===== src/verilog/timer3_defines.svh =====
// register offsets, field positions and divider counts of the timer 3 control logic
`ifndef TIMER3_DEFINES_SVH
`define TIMER3_DEFINES_SVH

// register byte offsets
`define T3_CTRL_ADDR        8'h91
`define T3_RELOAD_LO_ADDR   8'h92
`define T3_RELOAD_HI_ADDR   8'h93
`define T3_COUNT_LO_ADDR    8'h94
`define T3_COUNT_HI_ADDR    8'h95
`define T3_EVT_STATUS_ADDR  8'h96
`define T3_EVT_CLEAR_ADDR   8'h97
`define T3_EVT_ENABLE_ADDR  8'h98

// control register field positions
`define T3_HIGH_FLAG_BIT    7
`define T3_LOW_FLAG_BIT     6
`define T3_LOW_IRQ_EN_BIT   5
`define T3_CAPTURE_EN_BIT   4
`define T3_SPLIT_BIT        3
`define T3_RUN_BIT          2
`define T3_UNUSED_BIT       1
`define T3_XCLK_BIT         0
`define T3_CTRL_RESET       8'h00

// event status layout
`define T3_EVT_HIGH_BIT     0
`define T3_EVT_LOW_BIT      1
`define T3_EVT_CAPTURE_BIT  2

// divider terminal counts
`define T3_SYS_DIV_LAST     4'hb
`define T3_EXT_DIV_LAST     3'h7

`endif


===== src/verilog/timer3_pkg.sv =====
// types and shared decode functions of the timer 3 control logic
package timer3_pkg;

    typedef logic [7:0]  byte_t;
    typedef logic [15:0] word_t;
    typedef logic [2:0]  evt_t;

    // clock source of one byte counter: fast clock wins, else external or divided system clock
    function automatic logic select_tick(input logic fast, input logic xclk,
                                         input logic sys12_tick, input logic ext8_tick);
        select_tick = fast ? 1'b1 : (xclk ? ext8_tick : sys12_tick);
    endfunction : select_tick

endpackage : timer3_pkg


===== src/verilog/timer3_tick_if.sv =====
// count ticks passed from the prescaler to the timer core
interface timer3_tick_if;
    logic sys12_tick;
    logic ext8_tick;

    modport source (output sys12_tick, output ext8_tick);
    modport sink   (input  sys12_tick, input  ext8_tick);
endinterface : timer3_tick_if


===== src/verilog/timer3_control_logic.sv =====
// timer 3 core: control register, 16-bit or split 8-bit auto-reload counting, capture and interrupts
//
// Behaviour
// - high-byte wrap from ff to the reload byte sets the high overflow flag
// - in 16-bit mode the high flag rises when the count wraps from ffff to the reload value
// - with the timer interrupt enabled, a set high flag requests the interrupt
// - hardware never clears either overflow flag; software writes zero to acknowledge
// - low-byte wrap from ff sets the low overflow flag in every mode
// - low irq enable plus timer interrupt enable interrupts on every low overflow
// - capture enable bit zero disables capture, one enables it
// - split bit zero gives one 16-bit timer, one gives two 8-bit timers
// - run bit starts the timer; in split mode it gates only the high byte
// - control bit one is unused, reads zero, writes ignored
// - external select zero picks system clock /12, one picks synchronised external /8
// - in split mode external select feeds both bytes, fast bits may override
// - each 16-bit overflow loads the 16-bit reload value into the count
// - capture: external /8 falling edge copies count to reload and sets high flag
// - split mode: each byte reloads from its own reload byte on overflow
// - a byte's fast clock bit picks undivided system clock, else the selected clock
`include "timer3_defines.svh"
module timer3_control_logic (
    // clock and reset
    input  wire logic               REF_CLK_IN,
    input  wire logic               RESET_N_IN,
    // external clock pin
    input  wire logic               EXT_CLK_IN,
    // register port
    input  wire timer3_pkg::byte_t  ADDR_IN,
    input  wire timer3_pkg::byte_t  WR_DATA_IN,
    input  wire logic               WR_STROBE_IN,
    input  wire logic               RD_STROBE_IN,
    output timer3_pkg::byte_t       RD_DATA_OUT,
    // clock control bits and interrupt enable held elsewhere
    input  wire logic               HIGH_BYTE_FAST_CLOCK_IN,
    input  wire logic               LOW_BYTE_FAST_CLOCK_IN,
    input  wire logic               TIMER_IRQ_ENABLE_IN,
    // interrupts
    output logic                    TIMER_IRQ_OUT,
    output logic                    EVENT_IRQ_OUT
);
    import timer3_pkg::*;

    // control register fields
    logic  high_overflow_flag_reg;
    logic  low_overflow_flag_reg;
    logic  low_overflow_irq_enable_reg;
    logic  capture_mode_enable_reg;
    logic  split_mode_select_reg;
    logic  run_control_reg;
    logic  external_clock_select_reg;

    // count and reload
    word_t count_reg;
    word_t count_next;
    word_t reload_reg;
    word_t reload_next;

    // strobes and events
    logic  wr_ctrl;
    logic  wr_reload_lo;
    logic  wr_reload_hi;
    logic  wr_count_lo;
    logic  wr_count_hi;
    logic  wr_evt_clear;
    logic  wr_evt_enable;
    logic  tick_lo;
    logic  tick_hi;
    logic  high_ovf_evt;
    logic  low_ovf_evt;
    logic  capture_evt;
    evt_t  evt_vec;
    evt_t  evt_status;
    evt_t  evt_enable;
    byte_t rd_data_next;
    byte_t rd_data_reg;
    logic  timer_irq_reg;

    timer3_tick_if ticks ();

    // tick generation
    timer3_prescaler u_prescaler (
        .clk_in     (REF_CLK_IN),
        .rst_n_in   (RESET_N_IN),
        .ext_clk_in (EXT_CLK_IN),
        .ticks      (ticks.source)
    );

    // address decode of writes
    assign wr_ctrl       = WR_STROBE_IN && (ADDR_IN == `T3_CTRL_ADDR);
    assign wr_reload_lo  = WR_STROBE_IN && (ADDR_IN == `T3_RELOAD_LO_ADDR);
    assign wr_reload_hi  = WR_STROBE_IN && (ADDR_IN == `T3_RELOAD_HI_ADDR);
    assign wr_count_lo   = WR_STROBE_IN && (ADDR_IN == `T3_COUNT_LO_ADDR);
    assign wr_count_hi   = WR_STROBE_IN && (ADDR_IN == `T3_COUNT_HI_ADDR);
    assign wr_evt_clear  = WR_STROBE_IN && (ADDR_IN == `T3_EVT_CLEAR_ADDR);
    assign wr_evt_enable = WR_STROBE_IN && (ADDR_IN == `T3_EVT_ENABLE_ADDR);

    // per-byte clock source; external select reaches both bytes
    assign tick_lo = select_tick(LOW_BYTE_FAST_CLOCK_IN, external_clock_select_reg,
                                 ticks.sys12_tick, ticks.ext8_tick);
    assign tick_hi = select_tick(HIGH_BYTE_FAST_CLOCK_IN, external_clock_select_reg,
                                 ticks.sys12_tick, ticks.ext8_tick);

    // capture event on the falling edge of the external /8 clock
    assign capture_evt = capture_mode_enable_reg && ticks.ext8_tick;

    // counting and overflow detection
    always_comb begin
        count_next   = count_reg;
        high_ovf_evt = 1'b0;
        low_ovf_evt  = 1'b0;
        if (split_mode_select_reg) begin
            // low byte always runs in split mode
            if (tick_lo) begin
                if (count_reg[7:0] == 8'hff) begin
                    count_next[7:0] = reload_reg[7:0];
                    low_ovf_evt     = 1'b1;
                end else begin
                    count_next[7:0] = count_reg[7:0] + 8'h01;
                end
            end
            // high byte gated by run control
            if (run_control_reg && tick_hi) begin
                if (count_reg[15:8] == 8'hff) begin
                    count_next[15:8] = reload_reg[15:8];
                    high_ovf_evt     = 1'b1;
                end else begin
                    count_next[15:8] = count_reg[15:8] + 8'h01;
                end
            end
        end else if (run_control_reg && tick_lo) begin
            if (count_reg == 16'hffff) begin
                count_next   = reload_reg;
                high_ovf_evt = 1'b1;
                low_ovf_evt  = 1'b1;
            end else begin
                count_next  = count_reg + 16'h0001;
                low_ovf_evt = (count_reg[7:0] == 8'hff);
            end
        end
        // software writes to a count byte win over counting
        if (wr_count_lo) begin
            count_next[7:0] = WR_DATA_IN;
        end
        if (wr_count_hi) begin
            count_next[15:8] = WR_DATA_IN;
        end
    end

    // reload value: capture beats a software write
    always_comb begin
        reload_next = reload_reg;
        if (wr_reload_lo) begin
            reload_next[7:0] = WR_DATA_IN;
        end
        if (wr_reload_hi) begin
            reload_next[15:8] = WR_DATA_IN;
        end
        if (capture_evt) begin
            reload_next = count_reg;
        end
    end

    // count and reload registers
    always_ff @(posedge REF_CLK_IN or negedge RESET_N_IN) begin
        if (!RESET_N_IN) begin
            count_reg  <= 16'h0000;
            reload_reg <= 16'h0000;
        end else begin
            count_reg  <= count_next;
            reload_reg <= reload_next;
        end
    end

    // overflow flags: set wins over a software clear, hardware never clears
    always_ff @(posedge REF_CLK_IN or negedge RESET_N_IN) begin
        if (!RESET_N_IN) begin
            high_overflow_flag_reg <= 1'b0;
            low_overflow_flag_reg  <= 1'b0;
        end else begin
            if (high_ovf_evt || capture_evt) begin
                high_overflow_flag_reg <= 1'b1;
            end else if (wr_ctrl) begin
                high_overflow_flag_reg <= WR_DATA_IN[`T3_HIGH_FLAG_BIT];
            end
            if (low_ovf_evt) begin
                low_overflow_flag_reg <= 1'b1;
            end else if (wr_ctrl) begin
                low_overflow_flag_reg <= WR_DATA_IN[`T3_LOW_FLAG_BIT];
            end
        end
    end

    // software-owned control fields; the unused bit has no storage
    always_ff @(posedge REF_CLK_IN or negedge RESET_N_IN) begin
        if (!RESET_N_IN) begin
            low_overflow_irq_enable_reg <= 1'b0;
            capture_mode_enable_reg     <= 1'b0;
            split_mode_select_reg       <= 1'b0;
            run_control_reg             <= 1'b0;
            external_clock_select_reg   <= 1'b0;
        end else if (wr_ctrl) begin
            low_overflow_irq_enable_reg <= WR_DATA_IN[`T3_LOW_IRQ_EN_BIT];
            capture_mode_enable_reg     <= WR_DATA_IN[`T3_CAPTURE_EN_BIT];
            split_mode_select_reg       <= WR_DATA_IN[`T3_SPLIT_BIT];
            run_control_reg             <= WR_DATA_IN[`T3_RUN_BIT];
            external_clock_select_reg   <= WR_DATA_IN[`T3_XCLK_BIT];
        end
    end

    // timer interrupt request from the overflow flags
    always_ff @(posedge REF_CLK_IN or negedge RESET_N_IN) begin
        if (!RESET_N_IN) begin
            timer_irq_reg <= 1'b0;
        end else begin
            timer_irq_reg <= TIMER_IRQ_ENABLE_IN &&
                             (high_overflow_flag_reg ||
                              (low_overflow_irq_enable_reg && low_overflow_flag_reg));
        end
    end

    // event vector for the sticky status block
    always_comb begin
        evt_vec                      = 3'h0;
        evt_vec[`T3_EVT_HIGH_BIT]    = high_ovf_evt;
        evt_vec[`T3_EVT_LOW_BIT]     = low_ovf_evt;
        evt_vec[`T3_EVT_CAPTURE_BIT] = capture_evt;
    end

    timer3_event_irq u_event_irq (
        .clk_in       (REF_CLK_IN),
        .rst_n_in     (RESET_N_IN),
        .evt_in       (evt_vec),
        .wr_clear_in  (wr_evt_clear),
        .wr_enable_in (wr_evt_enable),
        .wr_data_in   (WR_DATA_IN[2:0]),
        .status_out   (evt_status),
        .enable_out   (evt_enable),
        .irq_out      (EVENT_IRQ_OUT)
    );

    // read mux; unmapped and write-only addresses read zero
    always_comb begin
        rd_data_next = 8'h00;
        unique case (ADDR_IN)
            `T3_CTRL_ADDR: begin
                rd_data_next = {high_overflow_flag_reg, low_overflow_flag_reg,
                                low_overflow_irq_enable_reg, capture_mode_enable_reg,
                                split_mode_select_reg, run_control_reg,
                                1'b0, external_clock_select_reg};
            end
            `T3_RELOAD_LO_ADDR:  rd_data_next = reload_reg[7:0];
            `T3_RELOAD_HI_ADDR:  rd_data_next = reload_reg[15:8];
            `T3_COUNT_LO_ADDR:   rd_data_next = count_reg[7:0];
            `T3_COUNT_HI_ADDR:   rd_data_next = count_reg[15:8];
            `T3_EVT_STATUS_ADDR: rd_data_next = {5'h00, evt_status};
            `T3_EVT_ENABLE_ADDR: rd_data_next = {5'h00, evt_enable};
            default:             rd_data_next = 8'h00;
        endcase
    end

    // read data stands only in the cycle after the strobe
    always_ff @(posedge REF_CLK_IN or negedge RESET_N_IN) begin
        if (!RESET_N_IN) begin
            rd_data_reg <= 8'h00;
        end else begin
            rd_data_reg <= RD_STROBE_IN ? rd_data_next : 8'h00;
        end
    end

    assign RD_DATA_OUT   = rd_data_reg;
    assign TIMER_IRQ_OUT = timer_irq_reg;
endmodule : timer3_control_logic


===== src/verilog/timer3_prescaler.sv =====
// system clock divide by 12 and synchronised external clock divide by 8
`include "timer3_defines.svh"
module timer3_prescaler (
    // clock and reset
    input  wire logic         clk_in,
    input  wire logic         rst_n_in,
    // external clock pin
    input  wire logic         ext_clk_in,
    // ticks
    timer3_tick_if.source     ticks
);
    import timer3_pkg::*;

    logic [3:0] sys_cnt_reg;
    logic       sys_tick_reg;
    logic       ext_meta_reg;
    logic       ext_sync_reg;
    logic       ext_prev_reg;
    logic [2:0] ext_cnt_reg;
    logic       ext_tick_reg;
    logic       ext_rise;

    // system clock divided by 12, one tick per twelve cycles
    always_ff @(posedge clk_in or negedge rst_n_in) begin
        if (!rst_n_in) begin
            sys_cnt_reg  <= 4'h0;
            sys_tick_reg <= 1'b0;
        end else begin
            sys_cnt_reg  <= (sys_cnt_reg == `T3_SYS_DIV_LAST) ? 4'h0 : sys_cnt_reg + 4'h1;
            sys_tick_reg <= (sys_cnt_reg == `T3_SYS_DIV_LAST);
        end
    end

    // two-stage synchroniser, then edge memory
    always_ff @(posedge clk_in or negedge rst_n_in) begin
        if (!rst_n_in) begin
            ext_meta_reg <= 1'b0;
            ext_sync_reg <= 1'b0;
            ext_prev_reg <= 1'b0;
        end else begin
            ext_meta_reg <= ext_clk_in;
            ext_sync_reg <= ext_meta_reg;
            ext_prev_reg <= ext_sync_reg;
        end
    end

    assign ext_rise = ext_sync_reg & ~ext_prev_reg;

    // external divide by 8; tick at the falling edge of the divided clock
    always_ff @(posedge clk_in or negedge rst_n_in) begin
        if (!rst_n_in) begin
            ext_cnt_reg  <= 3'h0;
            ext_tick_reg <= 1'b0;
        end else begin
            ext_cnt_reg  <= ext_rise ? ext_cnt_reg + 3'h1 : ext_cnt_reg;
            ext_tick_reg <= ext_rise && (ext_cnt_reg == `T3_EXT_DIV_LAST);
        end
    end

    assign ticks.sys12_tick = sys_tick_reg;
    assign ticks.ext8_tick  = ext_tick_reg;
endmodule : timer3_prescaler


===== src/verilog/timer3_event_irq.sv =====
// sticky event status, write-one clear and enable mask with one level interrupt
`include "timer3_defines.svh"
module timer3_event_irq (
    // clock and reset
    input  wire logic              clk_in,
    input  wire logic              rst_n_in,
    // events and software writes
    input  wire timer3_pkg::evt_t  evt_in,
    input  wire logic              wr_clear_in,
    input  wire logic              wr_enable_in,
    input  wire timer3_pkg::evt_t  wr_data_in,
    // state
    output timer3_pkg::evt_t       status_out,
    output timer3_pkg::evt_t       enable_out,
    output logic                   irq_out
);
    import timer3_pkg::*;

    evt_t status_reg;
    evt_t enable_reg;
    logic irq_reg;

    // set wins over a clear in the same cycle
    always_ff @(posedge clk_in or negedge rst_n_in) begin
        if (!rst_n_in) begin
            status_reg <= 3'h0;
        end else begin
            status_reg <= (status_reg & ~(wr_clear_in ? wr_data_in : 3'h0)) | evt_in;
        end
    end

    // enable mask and registered interrupt
    always_ff @(posedge clk_in or negedge rst_n_in) begin
        if (!rst_n_in) begin
            enable_reg <= 3'h0;
            irq_reg    <= 1'b0;
        end else begin
            if (wr_enable_in) begin
                enable_reg <= wr_data_in;
            end
            irq_reg <= |(status_reg & enable_reg);
        end
    end

    assign status_out = status_reg;
    assign enable_out = enable_reg;
    assign irq_out    = irq_reg;
endmodule : timer3_event_irq


===== config.mk =====
export PLATFORM = sky130hd
export DESIGN_NAME = timer3_control_logic
export DESIGN_NICKNAME = d
export VERILOG_FILES = /design/src/verilog/timer3_pkg.sv /design/src/verilog/timer3_tick_if.sv /design/src/verilog/timer3_control_logic.sv /design/src/verilog/timer3_prescaler.sv /design/src/verilog/timer3_event_irq.sv
export VERILOG_INCLUDE_DIRS = /design/src /design/src/verilog
export SDC_FILE = /design/constraint.sdc
export NUM_CORES = 1
export LEC_CHECK = 0
export ABC_AREA = 1
export BUFFER_PORTS_ARGS = -buffer_cell sky130_fd_sc_hd__buf_2
export CAP_MARGIN = 20
export CELL_PAD_IN_SITES_DETAIL_PLACEMENT = 1
export CELL_PAD_IN_SITES_GLOBAL_PLACEMENT = 1
export CORE_MARGIN = 8
export CORE_UTILIZATION = 30
export DETAILED_ROUTE_END_ITERATION = 10
export MAX_ROUTING_LAYER = met4
export PLACE_DENSITY = 0.65
export REMOVE_ABC_BUFFERS = 1
export SKIP_CTS_REPAIR_TIMING = 1
export SLEW_MARGIN = 30
export SYNTH_ARGS = -nofsm -noshare
export SYNTH_HDL_FRONTEND = slang
export SYNTH_SLANG_ARGS = --single-unit

===== constraint.sdc =====
create_clock -name REF_CLK_IN -period 1.6 [get_ports REF_CLK_IN]
set_input_delay 0.16 -clock REF_CLK_IN [delete_from_list [all_inputs] [get_ports REF_CLK_IN]]
set_output_delay 0.16 -clock REF_CLK_IN [all_outputs]
set_load 0.02 [all_outputs]

==> results.tsv, run 1 <==
metric	value	unit
Most Used Layer, Global Route	met2	
die height	132	µm
met3 Use GR	2.48	%
WL/cell	18.7	µm
row cnt	42	
core area	13200	µm²
largest net degree at the start of global routing	68	
met1 Usage GRT	23.5	%
clk buf depth	2	
GP Congestion	0.877	
Clk Latency, worst-skew pair	0.34	ns
Post-Place Setup Slack	-0.204	ns
Crit Path Category	register to register	
hold_ws	0.0736	ns
Flop pwr share	39.5	%
Synth warnings	0	
Critical Path End Type	register	
Pleak	0.00281	µW
Setup-failing EPs final	0	
worst path arrival time	1.86	ns
Mapped Cells	558	
Routed Antenna Nets	0	
CP startpoint kind	register	
Area growth syn-to-layout	33.5	%
PortBufs	33	
non-filler instance count after layout	842	
number of max-cap violations	0	
worst-path maximum fanout	12	
H-tree levels	3	
Final min period	1.59	ns
first-pass GRT wire length	24.6	mm
DPL Wire Length	12.1	mm
Final period util	99.6	%
worst rel slew slack	61.2	%
I/O Pins	34	
PnR worst setup slack	0.00634	ns
post-synthesis sequential area ratio	41.3	%
Sw Share	32.3	%
DIE WIDTH	132	µm
DRC	0	
1st-iter DRT viols	254	
Num Clock Sinks	67	
Hold Path Class	primary input to register	
nets@finish	690	
Congestion Overflow GR	0	
Via density	5.01	
library cells used by synthesis	36	
combinational power share	23.6	%
Final Max Tran Viols	0	
Starting Density	30.7	%
Post-Syn Area	4060	µm²
fmax	0.627	GHz
clock power share	37.0	%
Placed Cells	816	
Avg Inst Size Synth	7.27	µm²
GRT Overall Usage	18.3	%
initial antenna violation count	0	
P_sw	1790	µW
CTS tree	built	
Clk pin slew, worst setup/hold paths	0.06	ns
Hold Vio Cnt, Final	0	
Final Skew	0.0107	ns
Worst EP required	1.86	ns
maximum VDD drop	0.676	mV
# diodes	0	
RSZ-0062 raised after global routing	true	
status	completed	
Worst Max-Slew Pin Slew	0.577	ns
layout cell share with drive strength beyond 1	27.3	%
DRT Pass-1 Iters	4	
internal power	3750	µW
vias in the first global route	4480	
DR vias	4217	
DRT Wirelength	15.8	mm
clk root buf	clkbuf_16	
pwr/cell area	1020	nW/µm²
GR Util met2	29.7	%
CTS buffer count	9	
Yosys reg bits	67	
Die Footprint	17500	µm²
[metrics by stage]
| step | area (µm²) | util [%] | power (µW) | setup TNS, ns |
|---|---|---|---|---|
| after floorplan | 4030 | - | 2730 | -0.0654 |
| after global placement | 4830 | 36.5 | 3270 | -0.0958 |
| after detailed placement | 4830 | 36.5 | 3320 | -1.37 |
| after CTS | 5130 | 38.8 | 5390 | -1.74 |
| after global routing | 5420 | 40.9 | 5780 | -0.418 |
| final | 5420 | 40.9 | 5530 | 0 |
[cells in the final DEF, fill, tap and decap left out, types with 6 or more instances in the layout]
| master | count |
|---|---|
| nand2_1 | 149 |
| buf_2 | 33 |
| dfrtp_1 | 66 |
| nand2_4 | 8 |
| nor2_4 | 8 |
| o22ai_1 | 13 |
| nand2_2 | 11 |
| a21oi_1 | 9 |
| clkbuf_16 | 9 |
| nor2_2 | 8 |
| nor3_1 | 7 |
| nor2_1 | 55 |
| o21ai_2 | 6 |
| o211ai_1 | 13 |
| o21ai_0 | 22 |
| inv_2 | 7 |
| nand3_1 | 44 |
| buf_4 | 58 |
| o21ai_1 | 8 |
| inv_1 | 71 |
[path summary, 6_finish.rpt]
kind / startpoint / endpoint / slack, ns / cells after the start
setup / recovery: count_reg[9]$_DFFE_PN0P_ / count_reg[1]$_DFFE_PN0P_ / 0.006 / 9
hold / removal: WR_DATA_IN[3] / count_reg[3]$_DFFE_PN0P_ / 0.07 / 3
setup reg to reg: count_reg[9]$_DFFE_PN0P_ / count_reg[1]$_DFFE_PN0P_ / 0.006 / 9
hold reg to reg: u_prescaler.ext_meta_reg$_DFF_PN0_ / u_prescaler.ext_sync_reg$_DFF_PN0_ / 0.36 / 0
max in group asynchronous: RESET_N_IN / count_reg[2]$_DFFE_PN0P_ / 0.88 / 3
min in group asynchronous: RESET_N_IN / count_reg[14]$_DFFE_PN0P_ / 0.36 / 3
[synth_stat cells]
library cell	n	area, µm²
a21boi_0	1	7.51
a21oi_1	12	60.1
a22oi_1	5	37.5
buf_6	2	22.5
clkbuf_1	3	11.3
clkinv_2	1	5.00
dfrtp_1	67	1680
ha_1	5	62.6
inv_1	74	278
inv_2	4	15.0
inv_4	2	12.5
mux2_2	2	22.5
mux2i_1	1	10.0
nand2_1	157	589
nand2_2	8	50.1
nand2_4	4	45.0
nand3_1	49	245
nand3_2	1	10.0
nand4_1	5	31.3
nor2_1	67	251
nor2_2	3	18.8
nor2_4	1	11.3
nor2_8	2	40.0
nor3_1	7	35.0
nor3_4	1	16.3
nor3b_4	1	18.8
o211ai_1	13	97.6
o211ai_2	1	12.5
o21ai_0	27	135
o21ai_1	4	20.0
o21ai_2	5	43.8
o221ai_1	3	26.3
o22ai_1	13	81.3
or2_2	1	6.26
xnor2_1	2	17.5
xor2_1	4	35.0
[critical path, stage by stage, from the launching register on]
cell     delay [ns]
dfrtp_1        0.40
ha_4           0.17
nand2_4        0.06
nor2_4         0.12
nand2_4        0.10
nand2_1        0.15
nand2_4        0.13
o21ai_1        0.18
a21oi_1        0.08
o21ai_1        0.13
[cell families (layout without fill, tap and decap cells)]
kind of cell             count (synthesis)  after routing  synth area share [%]
AO/OA/AOI/OAI                           84             84                  12.9
adder cells (fa/ha/maj)                  5              5                  1.54
flip-flops                              67             67                  41.3
buffers and inverters                   86            194                  8.48
multiplexers                             3              3                 0.801
XOR/XNOR                                 6              6                  1.29
AND/OR/NAND/NOR                        307            307                  33.7
[routing by layer]
metal / routed length, µm / up-vias
met4: 161 / 0
li1: - / 2014
met3: 577 / 11
met1: 7290 / 2107
met5: 0 / -
met2: 7730 / 85
[area by class of cell]
| class | count | area, µm² |
|---|---|---|
| timing repair buffer | 97 | 674 |
| sequential | 67 | 1680 |
| multi-input combinational | 405 | 2230 |
| clock buffer | 11 | 243 |
| clock inverter | 5 | 62.6 |
| tap | 176 | 220 |
| inverter | 81 | 312 |
| fill | 1676 | 7820 |
[power groups by stage]
stage / Sequential, µW / Clock [µW] / Combinational (µW)
after CTS: 2140 / 2080 / 1170
after global placement: 2160 / 0 / 1110
after global routing: 2210 / 2130 / 1450
final: 2180 / 2050 / 1300
after detailed placement: 2170 / 0 / 1150
after floorplan: 2130 / 0 / 596
No activity file was read; power rests on OpenSTA's default activity.
==> run 2, diff against run 1 <==
- PLACE_DENSITY: 0.65 -> 0.61
==> run 2 against run 1 <==
  * Die area unchanged
  * Routed wire length down 3.1%
  * Global-route usage about the same
  * Largest cell class unchanged
  * Highest routed layer unchanged
==> results.tsv, run 2 (same netlist as run 1, synthesis figures left out) <==
metric	value	unit
status	completed	
Final min period	1.58	ns
1st-iter DRT viols	219	
clk root buf	clkbuf_16	
Pleak	0.00280	µW
initial antenna violation count	0	
DRT Wirelength	15.3	mm
layout cell share with drive strength beyond 1	25.6	%
RSZ-0062 raised after global routing	true	
number of max-cap violations	0	
vias in the first global route	4397	
largest net degree at the start of global routing	41	
GP Congestion	0.865	
Final period util	98.7	%
GRT Overall Usage	18.3	%
Worst Max-Slew Pin Slew	0.547	ns
PortBufs	33	
Crit path largest cell delay	0.36	ns
Setup-failing EPs final	0	
Most Used Layer, Global Route	met2	
Num Clock Sinks	67	
commonest non-fill, non-tap cell in the layout	nand2_1	
H-tree levels	3	
clk buf depth	2	
met3 Use GR	3.51	%
maximum VDD drop	0.554	mV
Critical Path End Type	register	
fmax	0.633	GHz
worst rel slew slack	63.6	%
Congestion Overflow GR	0	
Hold Path Class	primary input to register	
row cnt	42	
DIE WIDTH	132	µm
Crit Path Category	register to register	
Die Footprint	17500	µm²
GR Util met2	28.8	%
Starting Density	30.7	%
total power	5480	µW
Hold Vio Cnt, Final	0	
CP Cell Sequence	ha_2 -> nand2_2 -> nor2_4 -> buf_4 -> buf_4 -> nand3_1 -> nand2_1 -> nor2_1 -> nor2_1 -> nand3_1 -> nand2_1 -> nand2_1	
crit-path most repeated cell	nand2_1	
CP startpoint kind	register	
Clk pin slew, worst setup/hold paths	0.06	ns
commonest cells after routing, fill and taps aside	152 x nand2_1, 71 x inv_1, 67 x dfrtp_1	
DPL Wire Length	12.1	mm
first-pass GRT wire length	24.4	mm
Clk Latency, worst-skew pair	0.35	ns
CTS tree	built	
Final Max Tran Viols	0	
die height	132	µm
nets@finish	692	
core area	13200	µm²
Area growth syn-to-layout	32.2	%
WL/cell	18.1	µm
fillers	1678	
Via density	4.90	
DR vias	4136	
DRC	0	
pwr/cell area	1020	nW/µm²
worst path arrival time	1.81	ns
Final Skew	0.00884	ns
CP max stage cell	dfrtp_1	
worst-path maximum fanout	2	
setup tns final	0	ns
CTS buffer count	9	
met1 Usage GRT	23.0	%
Worst EP required	1.84	ns
DRT Pass-1 Iters	4	
I/O Pins	34	
Routed Antenna Nets	0	
# diodes	0	
## run 2: cell types whose count changed in the layout (fill, tap and decap cells not counted), moves of 2 or more
cell / delta
inv_6: +4
nand2_1: +3
nand2_4: -2
nand3_1: +3
nand3_2: -2
nor2_1: +5
nor2_2: -4
## run 2: critical path: cells and delay by family (launching register included)
family | cells | cell delay (ns)
adder cells (fa/ha/maj) | 1 | 0.20
buffers and inverters | 2 | 0.21
flip-flops | 1 | 0.36
AND/OR/NAND/NOR | 9 | 0.69
## run 2: path summary, 6_finish.rpt
path	start	endpoint	slack, ns	cells past startpoint
worst min-delay path	WR_DATA_IN[3]	count_reg[3]$_DFFE_PN0P_	0.07	3
worst max register to register	count_reg[9]$_DFFE_PN0P_	count_reg[15]$_DFFE_PN0P_	0.02	12
min in group asynchronous	RESET_N_IN	RD_DATA_OUT[7]$_DFF_PN0_	0.39	3
worst max-delay path	count_reg[9]$_DFFE_PN0P_	count_reg[15]$_DFFE_PN0P_	0.02	12
worst min register to register	u_prescaler.ext_meta_reg$_DFF_PN0_	u_prescaler.ext_sync_reg$_DFF_PN0_	0.36	0
max in group asynchronous	RESET_N_IN	reload_reg[12]$_DFFE_PN0P_	0.76	3
## run 2: stage by stage
step	utilization [%]	cells	hold slack [ns]	setup slack, ns	cell area, µm²
floorplan	-	553	-0.136	-0.0387	4030
global placement	36.7	820	0.204	-0.00422	4860
detailed placement	36.7	820	0.212	-0.0518	4860
CTS	39.0	836	-0.157	-0.0665	5160
global route	40.5	844	0.0718	-0.109	5360
finish	40.5	844	0.0674	0.0207	5360
## run 2: per-layer routing
layer	vias up	share of wire [%]
li1	2023	-
met1	2021	46
met2	75	48
met3	17	4.5
met4	0	1.6
met5	-	0
## run 2: final cells by class
class                   count  area [µm²]  share of cell area [%]
flip-flops and latches     67        1680                    31.3
repair buffers             98         686                    12.8
multi-input cells         406        2160                    40.3
clock buffers               9         225                    4.20
well taps                 176         220                    4.11
clock inverters             7        81.3                    1.52
inverters                  81         314                    5.85
## run 2: power by group
part,switching [µW],leakage (µW),internal [µW]
sequential,235,0.000839,1920
combinational,681,0.00181,534
clock,874,0.000147,1230
